## src/hw/tach_cfg.svh

```systemverilog
// Purpose: offsets, field positions, reset values and timing counts
// Assumes: pclk at 100 MHz
// Notes: included by bare name
`ifndef TACH_CFG_SVH
`define TACH_CFG_SVH
`define OFS_CONTROL 4'h0
`define OFS_STATUS 4'h4
`define OFS_UPPER 4'h8
`define OFS_LOWER 4'hc
`define CTL_ENABLE_BIT 1
`define CTL_FILTER_BIT 8
`define CTL_MODE_BIT 10
`define CTL_EDGES_LO 11
`define CTL_EDGES_HI 12
`define CTL_RDY_IE_BIT 14
`define CTL_TOG_IE_BIT 15
`define CTL_COUNT_LO 16
`define CTL_COUNT_HI 31
`define STS_LIMIT_BIT 0
`define STS_TOGGLE_BIT 1
`define STS_READY_BIT 2
`define STS_FLAGS 3
`define UPPER_RESET 16'hffff
`define LOWER_RESET 16'h0000
`define COUNT_MAX 16'hffff
`define EDGES_SEL0 4'h2
`define EDGES_SEL1 4'h3
`define EDGES_SEL2 4'h5
`define EDGES_SEL3 4'h9
`define PCLK_PERIOD_NS 10
`define TICK_PERIOD_NS 10000
`define TICK_CYCLES (`TICK_PERIOD_NS / `PCLK_PERIOD_NS)
`define FILTER_TICKS 2'h2
`endif

```

## src/hw/tach_pkg.sv

```systemverilog
// Purpose: shared types of the fan speed monitor
// Assumes: nothing
// Notes: constants live in tach_cfg.svh
package tach_pkg;
  typedef logic [15:0] count_t;
  typedef enum logic [1:0] {
    BUS_IDLE = 2'b01,
    BUS_DONE = 2'b10
  } bus_state_t;
endpackage

```

## src/hw/tach_link_if.sv

```systemverilog
// Purpose: signals between the monitor core and its helpers
// Assumes: all on pclk
// Notes: no clocking block
`timescale 1ns/10ps
`default_nettype none
interface tach_link_if;
  import tach_pkg::*;
  logic tick;
  logic filter_en;
  logic pulse_edge;
  logic pulse_rise;
  count_t reading;
  count_t upper;
  count_t lower;
  logic out_of_range;
  modport cond (input tick, input filter_en,
    output pulse_edge, output pulse_rise);
  modport cmp (input reading, input upper, input lower,
    output out_of_range);
  modport core (output tick, output filter_en, output reading,
    output upper, output lower, input pulse_edge, input pulse_rise,
    input out_of_range);
endinterface
`default_nettype wire

```

## src/hw/pulse_conditioner.sv

```systemverilog
// Purpose: synchronise, filter and edge-detect the fan pulse pin
// Assumes: tick is a one-cycle strobe at 100 kHz
// Notes: edges come out one cycle after acceptance
`timescale 1ns/10ps
`default_nettype none
`include "tach_cfg.svh"
module pulse_conditioner
  import tach_pkg::*;
(
  // clock and reset
  input wire logic pclk,
  input wire logic presetn,
  // fan pin
  input wire logic fan_pulse,
  // to core
  tach_link_if.cond link
);
  logic sync_a, sync_b, level;
  logic [1:0] hold;
  logic [1:0] next_hold;
  wire differs = sync_b != level;
  wire hold_done = link.tick && (hold == `FILTER_TICKS - 2'h1);
  wire accept = link.filter_en ? (differs && hold_done) : differs;
  assign next_hold = !differs ? 2'h0 :
    (link.tick && hold != 2'h3) ? hold + 2'h1 : hold;
  always_ff @(posedge pclk or negedge presetn) begin
    if (!presetn) begin
      sync_a <= 1'b0;
      sync_b <= 1'b0;
      level <= 1'b0;
      hold <= 2'h0;
      link.pulse_edge <= 1'b0;
      link.pulse_rise <= 1'b0;
    end else begin
      sync_a <= fan_pulse;
      sync_b <= sync_a;
      hold <= accept ? 2'h0 : next_hold;
      level <= accept ? sync_b : level;
      link.pulse_edge <= accept;
      link.pulse_rise <= accept && sync_b;
    end
  end
endmodule
`default_nettype wire

```

## src/hw/range_checker.sv

```systemverilog
// Purpose: compare the latched reading with the two bounds
// Assumes: bounds are unsigned 16-bit
// Notes: result is registered, one cycle behind the reading
`timescale 1ns/10ps
`default_nettype none
module range_checker
  import tach_pkg::*;
(
  // clock and reset
  input wire logic pclk,
  input wire logic presetn,
  // from core
  tach_link_if.cmp link
);
  wire above = link.reading > link.upper;
  wire below = link.reading < link.lower;
  always_ff @(posedge pclk or negedge presetn) begin
    if (!presetn) begin
      link.out_of_range <= 1'b0;
    end else begin
      link.out_of_range <= above || below;
    end
  end
endmodule
`default_nettype wire

```

## src/hw/tach_monitor.sv

```systemverilog
// Purpose: fan speed monitor with apb register slave
// Assumes: pclk 100 MHz, sleep_req synchronous to pclk
// Notes: apb answers with one wait state
// Operation
// - 100 kHz tick derived, counts ticks
// - reset returns everything to defaults
// - interrupt is or of status events
// - free mode counts fan rising edges
// - free counter wraps ffff to zero
// - free mode copies every increment out
// - reading count has no side effect
// - clock mode counts ticks over edges
// - edges seen: latch count, set ready
// - ready flag plus enable raises interrupt
// - clock mode latches at ffff too
// - clock mode clears counter after copy
// - ffff reading trips limit below ffff
// - reading outside bounds sets limit flag
// - limit flag always raises interrupt
// - count field 16 bits, read-only, top
// - free counting only while enabled
// - low-power request stops the block
// - registers at 00, 04, 08, 0c
// - edge select 2, 3, 5, 9
// - mode bit one selects clock mode
// - filter drops pulses that span fewer than two tick strobes
`timescale 1ns/10ps
`default_nettype none
`include "tach_cfg.svh"
module tach_monitor
  import tach_pkg::*;
(
  // clock and reset
  input wire logic pclk,
  input wire logic presetn,
  // apb slave
  input wire logic psel,
  input wire logic penable,
  input wire logic pwrite,
  input wire logic [11:0] paddr,
  input wire logic [31:0] pwdata,
  output logic [31:0] prdata,
  output logic pready,
  output logic pslverr,
  // fan pin
  input wire logic fan_pulse,
  // power unit
  input wire logic sleep_req,
  output logic sleep_ack,
  // interrupt
  output logic irq
);
  // ----------------------------------------------------------
  // helpers
  // ----------------------------------------------------------
  tach_link_if link ();

  pulse_conditioner u_cond (
    .pclk(pclk),
    .presetn(presetn),
    .fan_pulse(fan_pulse),
    .link(link.cond)
  );

  range_checker u_range (
    .pclk(pclk),
    .presetn(presetn),
    .link(link.cmp)
  );

  // ----------------------------------------------------------
  // state
  // ----------------------------------------------------------
  logic [9:0] tick_div;
  logic tick;
  logic block_enable, filter_enable, mode_clock;
  logic [1:0] edge_sel;
  logic ready_ie, toggle_ie;
  count_t count_value, pulse_count, upper, lower;
  logic [3:0] edge_seen;
  logic [`STS_FLAGS-1:0] flags;
  bus_state_t bus_state;

  assign link.tick = tick;
  assign link.filter_en = filter_enable;
  assign link.reading = count_value;
  assign link.upper = upper;
  assign link.lower = lower;

  // ----------------------------------------------------------
  // tick divider
  // ----------------------------------------------------------
  // divider halts in sleep so no tick reaches the counter
  wire div_wrap = tick_div == 10'(`TICK_CYCLES - 1);
  always_ff @(posedge pclk or negedge presetn) begin
    if (!presetn) begin
      tick_div <= 10'h000;
      tick <= 1'b0;
    end else begin
      tick_div <= (sleep_ack || div_wrap) ? 10'h000 : tick_div + 10'h001;
      tick <= !sleep_ack && div_wrap;
    end
  end

  // ----------------------------------------------------------
  // apb decode
  // ----------------------------------------------------------
  // offset decode
  wire hi_zero = paddr[11:4] == 8'h00;
  wire sel_ctrl = hi_zero && paddr[3:0] == `OFS_CONTROL;
  wire sel_stat = hi_zero && paddr[3:0] == `OFS_STATUS;
  wire sel_upper = hi_zero && paddr[3:0] == `OFS_UPPER;
  wire sel_lower = hi_zero && paddr[3:0] == `OFS_LOWER;
  wire bad_addr = !(sel_ctrl || sel_stat || sel_upper || sel_lower);
  wire bus_take = psel && penable && bus_state == BUS_IDLE;
  wire bus_fire = psel && penable && bus_state == BUS_DONE;
  wire wr_ok = bus_fire && pwrite && !bad_addr;
  wire wr_ctrl = wr_ok && sel_ctrl;
  wire wr_stat = wr_ok && sel_stat;
  wire wr_upper = wr_ok && sel_upper;
  wire wr_lower = wr_ok && sel_lower;

  wire [31:0] ctrl_word = {count_value, toggle_ie, ready_ie, 1'b0,
    edge_sel, mode_clock, 1'b0, filter_enable, 6'h00, block_enable, 1'b0};
  wire [31:0] stat_word = {29'h0000_0000, flags};
  wire [31:0] rd_data = sel_ctrl ? ctrl_word :
    sel_stat ? stat_word :
    sel_upper ? {16'h0000, upper} :
    sel_lower ? {16'h0000, lower} : 32'h0000_0000;

  always_ff @(posedge pclk or negedge presetn) begin
    if (!presetn) begin
      bus_state <= BUS_IDLE;
      pready <= 1'b0;
      pslverr <= 1'b0;
      prdata <= 32'h0000_0000;
    end else begin
      case (bus_state)
        BUS_IDLE: begin
          if (bus_take) begin
            bus_state <= BUS_DONE;
            pready <= 1'b1;
            pslverr <= bad_addr;
            prdata <= pwrite ? 32'h0000_0000 : rd_data;
          end
        end
        BUS_DONE: begin
          bus_state <= BUS_IDLE;
          pready <= 1'b0;
          pslverr <= 1'b0;
        end
        default: begin
          bus_state <= BUS_IDLE;
          pready <= 1'b0;
        end
      endcase
    end
  end

  // ----------------------------------------------------------
  // configuration registers
  // ----------------------------------------------------------
  // defaults on reset
  always_ff @(posedge pclk or negedge presetn) begin
    if (!presetn) begin
      block_enable <= 1'b0;
      filter_enable <= 1'b0;
      mode_clock <= 1'b0;
      edge_sel <= 2'h0;
      ready_ie <= 1'b0;
      toggle_ie <= 1'b0;
      upper <= `UPPER_RESET;
      lower <= `LOWER_RESET;
    end else begin
      if (wr_ctrl) begin
        block_enable <= pwdata[`CTL_ENABLE_BIT];
        filter_enable <= pwdata[`CTL_FILTER_BIT];
        mode_clock <= pwdata[`CTL_MODE_BIT];
        edge_sel <= pwdata[`CTL_EDGES_HI:`CTL_EDGES_LO];
        ready_ie <= pwdata[`CTL_RDY_IE_BIT];
        toggle_ie <= pwdata[`CTL_TOG_IE_BIT];
      end
      if (wr_upper) begin
        upper <= pwdata[15:0];
      end
      if (wr_lower) begin
        lower <= pwdata[15:0];
      end
    end
  end

  // ----------------------------------------------------------
  // counter
  // ----------------------------------------------------------
  // sleep gates all counting
  wire active = block_enable && !sleep_ack;
  wire free_inc = active && !mode_clock && link.pulse_rise;
  wire clk_run = active && mode_clock;
  wire [3:0] edge_target = edge_sel == 2'h0 ? `EDGES_SEL0 :
    edge_sel == 2'h1 ? `EDGES_SEL1 :
    edge_sel == 2'h2 ? `EDGES_SEL2 : `EDGES_SEL3;
  wire clk_edge = clk_run && link.pulse_edge;
  wire first_edge = clk_edge && edge_seen == 4'h0;
  wire edges_done = clk_edge && !first_edge &&
    (edge_seen + 4'h1 == edge_target);
  wire at_max = clk_run && !clk_edge && pulse_count == `COUNT_MAX;
  wire free_next_zero = pulse_count == `COUNT_MAX;
  count_t next_pulse_count;
  assign next_pulse_count = pulse_count + 16'h0001;

  always_ff @(posedge pclk or negedge presetn) begin
    if (!presetn) begin
      pulse_count <= 16'h0000;
      count_value <= 16'h0000;
      edge_seen <= 4'h0;
    end else if (free_inc) begin
      pulse_count <= next_pulse_count;
      count_value <= next_pulse_count;
    end else if (edges_done || at_max) begin
      count_value <= pulse_count;
      pulse_count <= 16'h0000;
      edge_seen <= edges_done ? 4'h1 : 4'h0;
    end else if (first_edge) begin
      pulse_count <= 16'h0000;
      edge_seen <= 4'h1;
    end else if (clk_edge) begin
      edge_seen <= edge_seen + 4'h1;
    end else if (clk_run && tick) begin
      pulse_count <= next_pulse_count;
    end
  end

  // ----------------------------------------------------------
  // status flags and interrupt
  // ----------------------------------------------------------
  wire [`STS_FLAGS-1:0] flag_set;
  assign flag_set[`STS_LIMIT_BIT] = link.out_of_range;
  assign flag_set[`STS_TOGGLE_BIT] = active && link.pulse_edge;
  assign flag_set[`STS_READY_BIT] = edges_done;

  logic [`STS_FLAGS-1:0] next_flags;
  genvar g;
  generate
    for (g = 0; g < `STS_FLAGS; g = g + 1) begin : g_flag
      // set beats a simultaneous write-one clear
      assign next_flags[g] = flag_set[g] ||
        (flags[g] && !(wr_stat && pwdata[g]));
    end
  endgenerate

  // one process owns the whole flag vector
  always_ff @(posedge pclk or negedge presetn) begin
    if (!presetn) begin
      flags <= {`STS_FLAGS{1'b0}};
    end else begin
      flags <= next_flags;
    end
  end

  wire irq_next = flags[`STS_LIMIT_BIT] ||
    (flags[`STS_READY_BIT] && ready_ie) ||
    (flags[`STS_TOGGLE_BIT] && toggle_ie);

  always_ff @(posedge pclk or negedge presetn) begin
    if (!presetn) begin
      irq <= 1'b0;
      sleep_ack <= 1'b0;
    end else begin
      irq <= irq_next;
      sleep_ack <= sleep_req;
    end
  end

  // sleep zeroes the gap and a tick restarts it at one, so the gap
  // reads one full period at every tick, the first one included
  logic [10:0] tick_gap;
  always_ff @(posedge pclk or negedge presetn) begin
    if (!presetn) begin
      tick_gap <= 11'h000;
    end else begin
      tick_gap <= sleep_ack ? 11'h000 : tick ? 11'h001 : tick_gap + 11'h001;
    end
  end
endmodule
`default_nettype wire

```

## config.mk

```make
export PLATFORM = sky130hd
export DESIGN_NAME = tach_monitor
export DESIGN_NICKNAME = d
export VERILOG_FILES = /design/src/hw/tach_pkg.sv /design/src/hw/tach_link_if.sv /design/src/hw/pulse_conditioner.sv /design/src/hw/range_checker.sv /design/src/hw/tach_monitor.sv
export VERILOG_INCLUDE_DIRS = /design/src /design/src/hw
export SDC_FILE = /design/constraint.sdc
export NUM_CORES = 1
export LEC_CHECK = 0
export BUFFER_PORTS_ARGS = -buffer_cell sky130_fd_sc_hd__buf_2
export CAP_MARGIN = 20
export CORE_MARGIN = 5
export CORE_UTILIZATION = 60
export CTS_BUF_LIST = sky130_fd_sc_hd__clkbuf_4 sky130_fd_sc_hd__clkbuf_8
export CTS_CLUSTER_DIAMETER = 80
export DETAILED_ROUTE_END_ITERATION = 8
export GPL_TIMING_DRIVEN = 0
export PLACE_DENSITY = 0.82
export SLEW_MARGIN = 20
export SYNTH_ARGS = -nofsm -noshare
export SYNTH_HDL_FRONTEND = slang
export SYNTH_SLANG_ARGS = --single-unit
```

## constraint.sdc

```tcl
create_clock -name pclk -period 7 [get_ports pclk]
set_clock_uncertainty 0.2 [all_clocks]
set_input_delay 0 -clock pclk [delete_from_list [all_inputs] [get_ports pclk]]
set_output_delay 0 -clock pclk [all_outputs]
set_load 0.005 [all_outputs]
```

==> summary.md <==
| Metric | Value |
|---|---|
| Met1 WL | 6736 um |
| Final nets | 870 |
| Clock-pin slew on the worst setup and hold paths | 0.09 ns |
| # setup viols final | 0 |
| Drt drc | 0 |
| Critical path's top delay family | buffers and inverters |
| Worst Max-Slew Pin Slew | 0.7440 ns |
| N_diodes | 0 |
| Cell mode on critical path | dlygate4sd3_1 |
| Post-cts resize count | 0 |
| Max cap viols | 0 |
| Final Max Slew Viols | 0 |
| Worst slack, placed | 4.145 ns |
| Inst Count DP | 865 |
| Pwr Density | 191.3 nW/um2 |
| Via count | 5773 |
| Area delta synth->final | 19.75% |
| Worst Setup Path Type | input port to flip-flop |
| Critical Path, Cell by Cell | dlygate4sd3_1, buf_2, nor4_1, dlygate4sd3_1, nand2_1, dlygate4sd3_1, nor2_1, a221o_1, a21oi_1, o41ai_1, dlygate4sd3_1 |
| Clock share of power | 42.1% |
| Initial Util | 61.86% |
| Int Power | 0.001155 W |
| Worst hold slack | 0.1013 ns |
| Pleak | 3.935 nW |
| CORE AREA | 10940 um2 |
| Syn Nets | 744 |
| NetSw | 0.0003951 W |
| Gp weighted congestion | 0.9135 |
| CP max FO | 7 |
| DR vias/cell | 6.188 |
| Crit-path max cell delay | 0.61 ns |
| Detailed Place HPWL | 12070 um |
| Sequential power share | 51.2% |
| Comb pwr share | 6.7% |
| Worst setup margin | 3.423 ns |
| Die area | 13500 um2 |
| CTS Buffer Depth | 2 |
| Max Fclk | 0.2796 GHz |
| Type of the worst min-delay path | input port to flip-flop |
| Sequential area share after synthesis | 49.88% |
| Startpoint Class | input port |
| Final Non-Filler Cells | 933 |
| # fillers | 717 |
| Critical-path top delay cell | dlygate4sd3_1 |
| CTS tree | done |
| Synth async-reset ratio | 100.0% |
| Post-synthesis instance area | 6765 um2 |
| Antenna violations before repair | 0 |
| I/O pin cnt | 87 |
| Storage cell area | 3374 um2 |
| Largest net degree at the start of global routing | 71 |
| Site row count | 38 |
| Ys flop type | dfrtp_1 |
| Peak supply drop | 0.0001216 V |
| Final TNS setup | 0 ns |
| Synth top area share | 43.28% |
| Status | completed |
| WP buf/inv | 5 |
| Met2 WL | 9011 um |
| Synth area leaders | dfrtp_1 (43%), ha_1 (7.2%), dfstp_2 (6.6%) |
| Final ANT Viol Nets | 0 |
| Area occupied by multi-input gates | 3104 um2 |
| Worst setup EP type | flip-flop |
| Area leader, netlist | dfrtp_1 |
| Count of warnings emitted by yosys | 0 |
| Die X | 116.2 um |
| Post-synth EDFFs | 0 |
| Max_slew headroom | 50.22% |
| Period Utilization, post-route | 51.10% |
| WL met3 | 1433 um |
| Uppermost layer routed | met4 |
| Wire length per cell | 19.39 um |
| FF+latch count, synth | 134 |
| Final hold vios | 0 |
| Distinct cells, synth | 58 |
| PortBufs | 70 |
| DR pass1 iterations | 6 |
| Chip height | 116.2 um |
| Vias in the first global route | 5974 |
| Sink Count | 134 |
| Required time of the critical path | 7.20 ns |
| Initial DRC Count | 582 |
| First-pass GRT wire length | 29570 um |
| Sw Share | 25.49% |
| Mean area per synthesized cell | 10.34 um2 |
| RSZ-0062 raised after global routing | false |
| Htree depth | 4 |
| Final WL | 18090 um |
| Tot GR Track Use | 28.78% |
| Clk_lat worst skew | 0.46 ns |
| CTS Root Cell | clkbuf_8 |
| GRT overflow | 0 |
| Final Critical Period | 3.577 ns |
| CP arrival | 3.78 ns |
| TritonCTS Buffers | 17 |
| Cell count after synthesis | 654 |
| Layout cells sized above 1 | 19.80% |
==> tightest hold or removal path, cell delays in order <==
cell and delay, ns:
buf_2 0.08, nor4_1 0.05, and3_1 0.21, o21ai_0 0.26, o21a_1 0.14
==> stage by stage <==
step / power (W) / utilization [%] / area [um2]
5_1_grt: 0.001601 / 74.08 / 8102
2_1_floorplan: 0.0008415 / - / 6765
6_report: 0.001550 / 74.08 / 8102
4_1_cts: 0.001551 / 74.08 / 8102
3_5_place_dp: 0.0008911 / 66.98 / 7325
3_3_place_gp: 0.0008832 / 66.67 / 7291
==> path summary, 6_finish.rpt <==
| path | startpoint | end | slack (ns) | depth (start not counted) |
|---|---|---|---|---|
| max in group asynchronous | presetn | pulse_count[7] | 5.72 | 4 |
| worst min register to register | u_cond.sync_a | u_cond.sync_b | 0.16 | 0 |
| worst max-delay path | paddr[10] | prdata[1] | 3.42 | 11 |
| worst min-delay path | paddr[9] | pslverr | 0.10 | 5 |
| worst max register to register | pulse_count[0] | count_value[5] | 4.09 | 8 |
| min in group asynchronous | presetn | bus_state[0] | 0.50 | 3 |
==> cell usage after synthesis, types with 6 or more instances <==
| library cell | number |
|---|---|
| nor3b_1 | 9 |
| clkbuf_1 | 20 |
| xnor2_1 | 12 |
| dfstp_2 | 17 |
| a22oi_1 | 20 |
| ha_1 | 39 |
| buf_2 | 6 |
| nand3_1 | 13 |
| a22o_1 | 18 |
| a221o_1 | 14 |
| nand2b_1 | 6 |
| o21ai_0 | 46 |
| xor2_1 | 15 |
| nand2_1 | 59 |
| inv_1 | 44 |
| nand4_1 | 11 |
| nor2b_1 | 8 |
| mux2_2 | 20 |
| a21o_1 | 7 |
| and3_1 | 16 |
| nor3_1 | 8 |
| dfrtp_1 | 117 |
| a21oi_1 | 18 |
| nor2_1 | 53 |
==> power groups by stage <==
stage / clock network (W) / registers [W] / logic (W)
after global routing: 0.000690 / 0.000796 / 0.000115
after detailed placement: 0 / 0.000808 / 0.0000828
after floorplan: 0 / 0.000808 / 0.0000337
after global placement: 0 / 0.000808 / 0.0000755
final: 0.000652 / 0.000794 / 0.000104
after CTS: 0.000656 / 0.000794 / 0.000102
==> logic make-up (layout without fill, tap and decap cells) <==
family,count (synthesis),count (layout),share of synthesized area (%)
multiplexers,27,27,4.457
buffers and inverters,72,211,4.235
AND/OR/NAND/NOR,204,204,14.91
XOR/XNOR,27,27,3.496
adder cells (fa/ha/maj),39,39,7.213
flip-flops,134,134,49.88
AO/OA/AOI/OAI,151,151,15.81
==> area by class of cell <==
type / instances / area share [%]
clock buffer: 18 / 3.058
clock inverter: 14 / 1.869
inverter: 44 / 2.039
buffer: 28 / 1.498
timing repair buffer: 107 / 9.405
tap: 140 / 2.162
sequential: 134 / 41.65
multi-input combinational: 448 / 38.32
==> cell usage in the layout, fill, tap and decap left out, drive strengths merged, types with 17 or more instances in the layout <==
cell         instances
a21oi               18
dfrtp              117
dlygate4sd3         35
nor2                53
ha                  39
buf                 79
a22oi               20
mux2                25
o21ai               46
inv                 47
nand2               59
clkbuf              39
a22o                18
dfstp               17
==> state kept, by name (all words and copies together), names as in the netlist, 2 cells and up <==
name	count
edge_seen	4
link.lower	16
u_cond.hold	2
link.upper	16
flags	3
prdata	32
edge_sel	2
pulse_count	16
count_value	16
tick_div	10
==> metal layers <==
metal / GRT usage [%] / vias up
li1: - / 2586
met1: 34.38 / 2787
met2: 49.14 / 316
met3: 5.544 / 84
met4: 15.78 / 0
met5: 0 / -
==> repair_timing <==
item / 4_1_cts / 5_1_grt
hold endpoints to repair: 182 / 0
hold buffers: 36 / 0
setup buffers: 0 / 0
No activity file was read; power rests on OpenSTA's default activity.
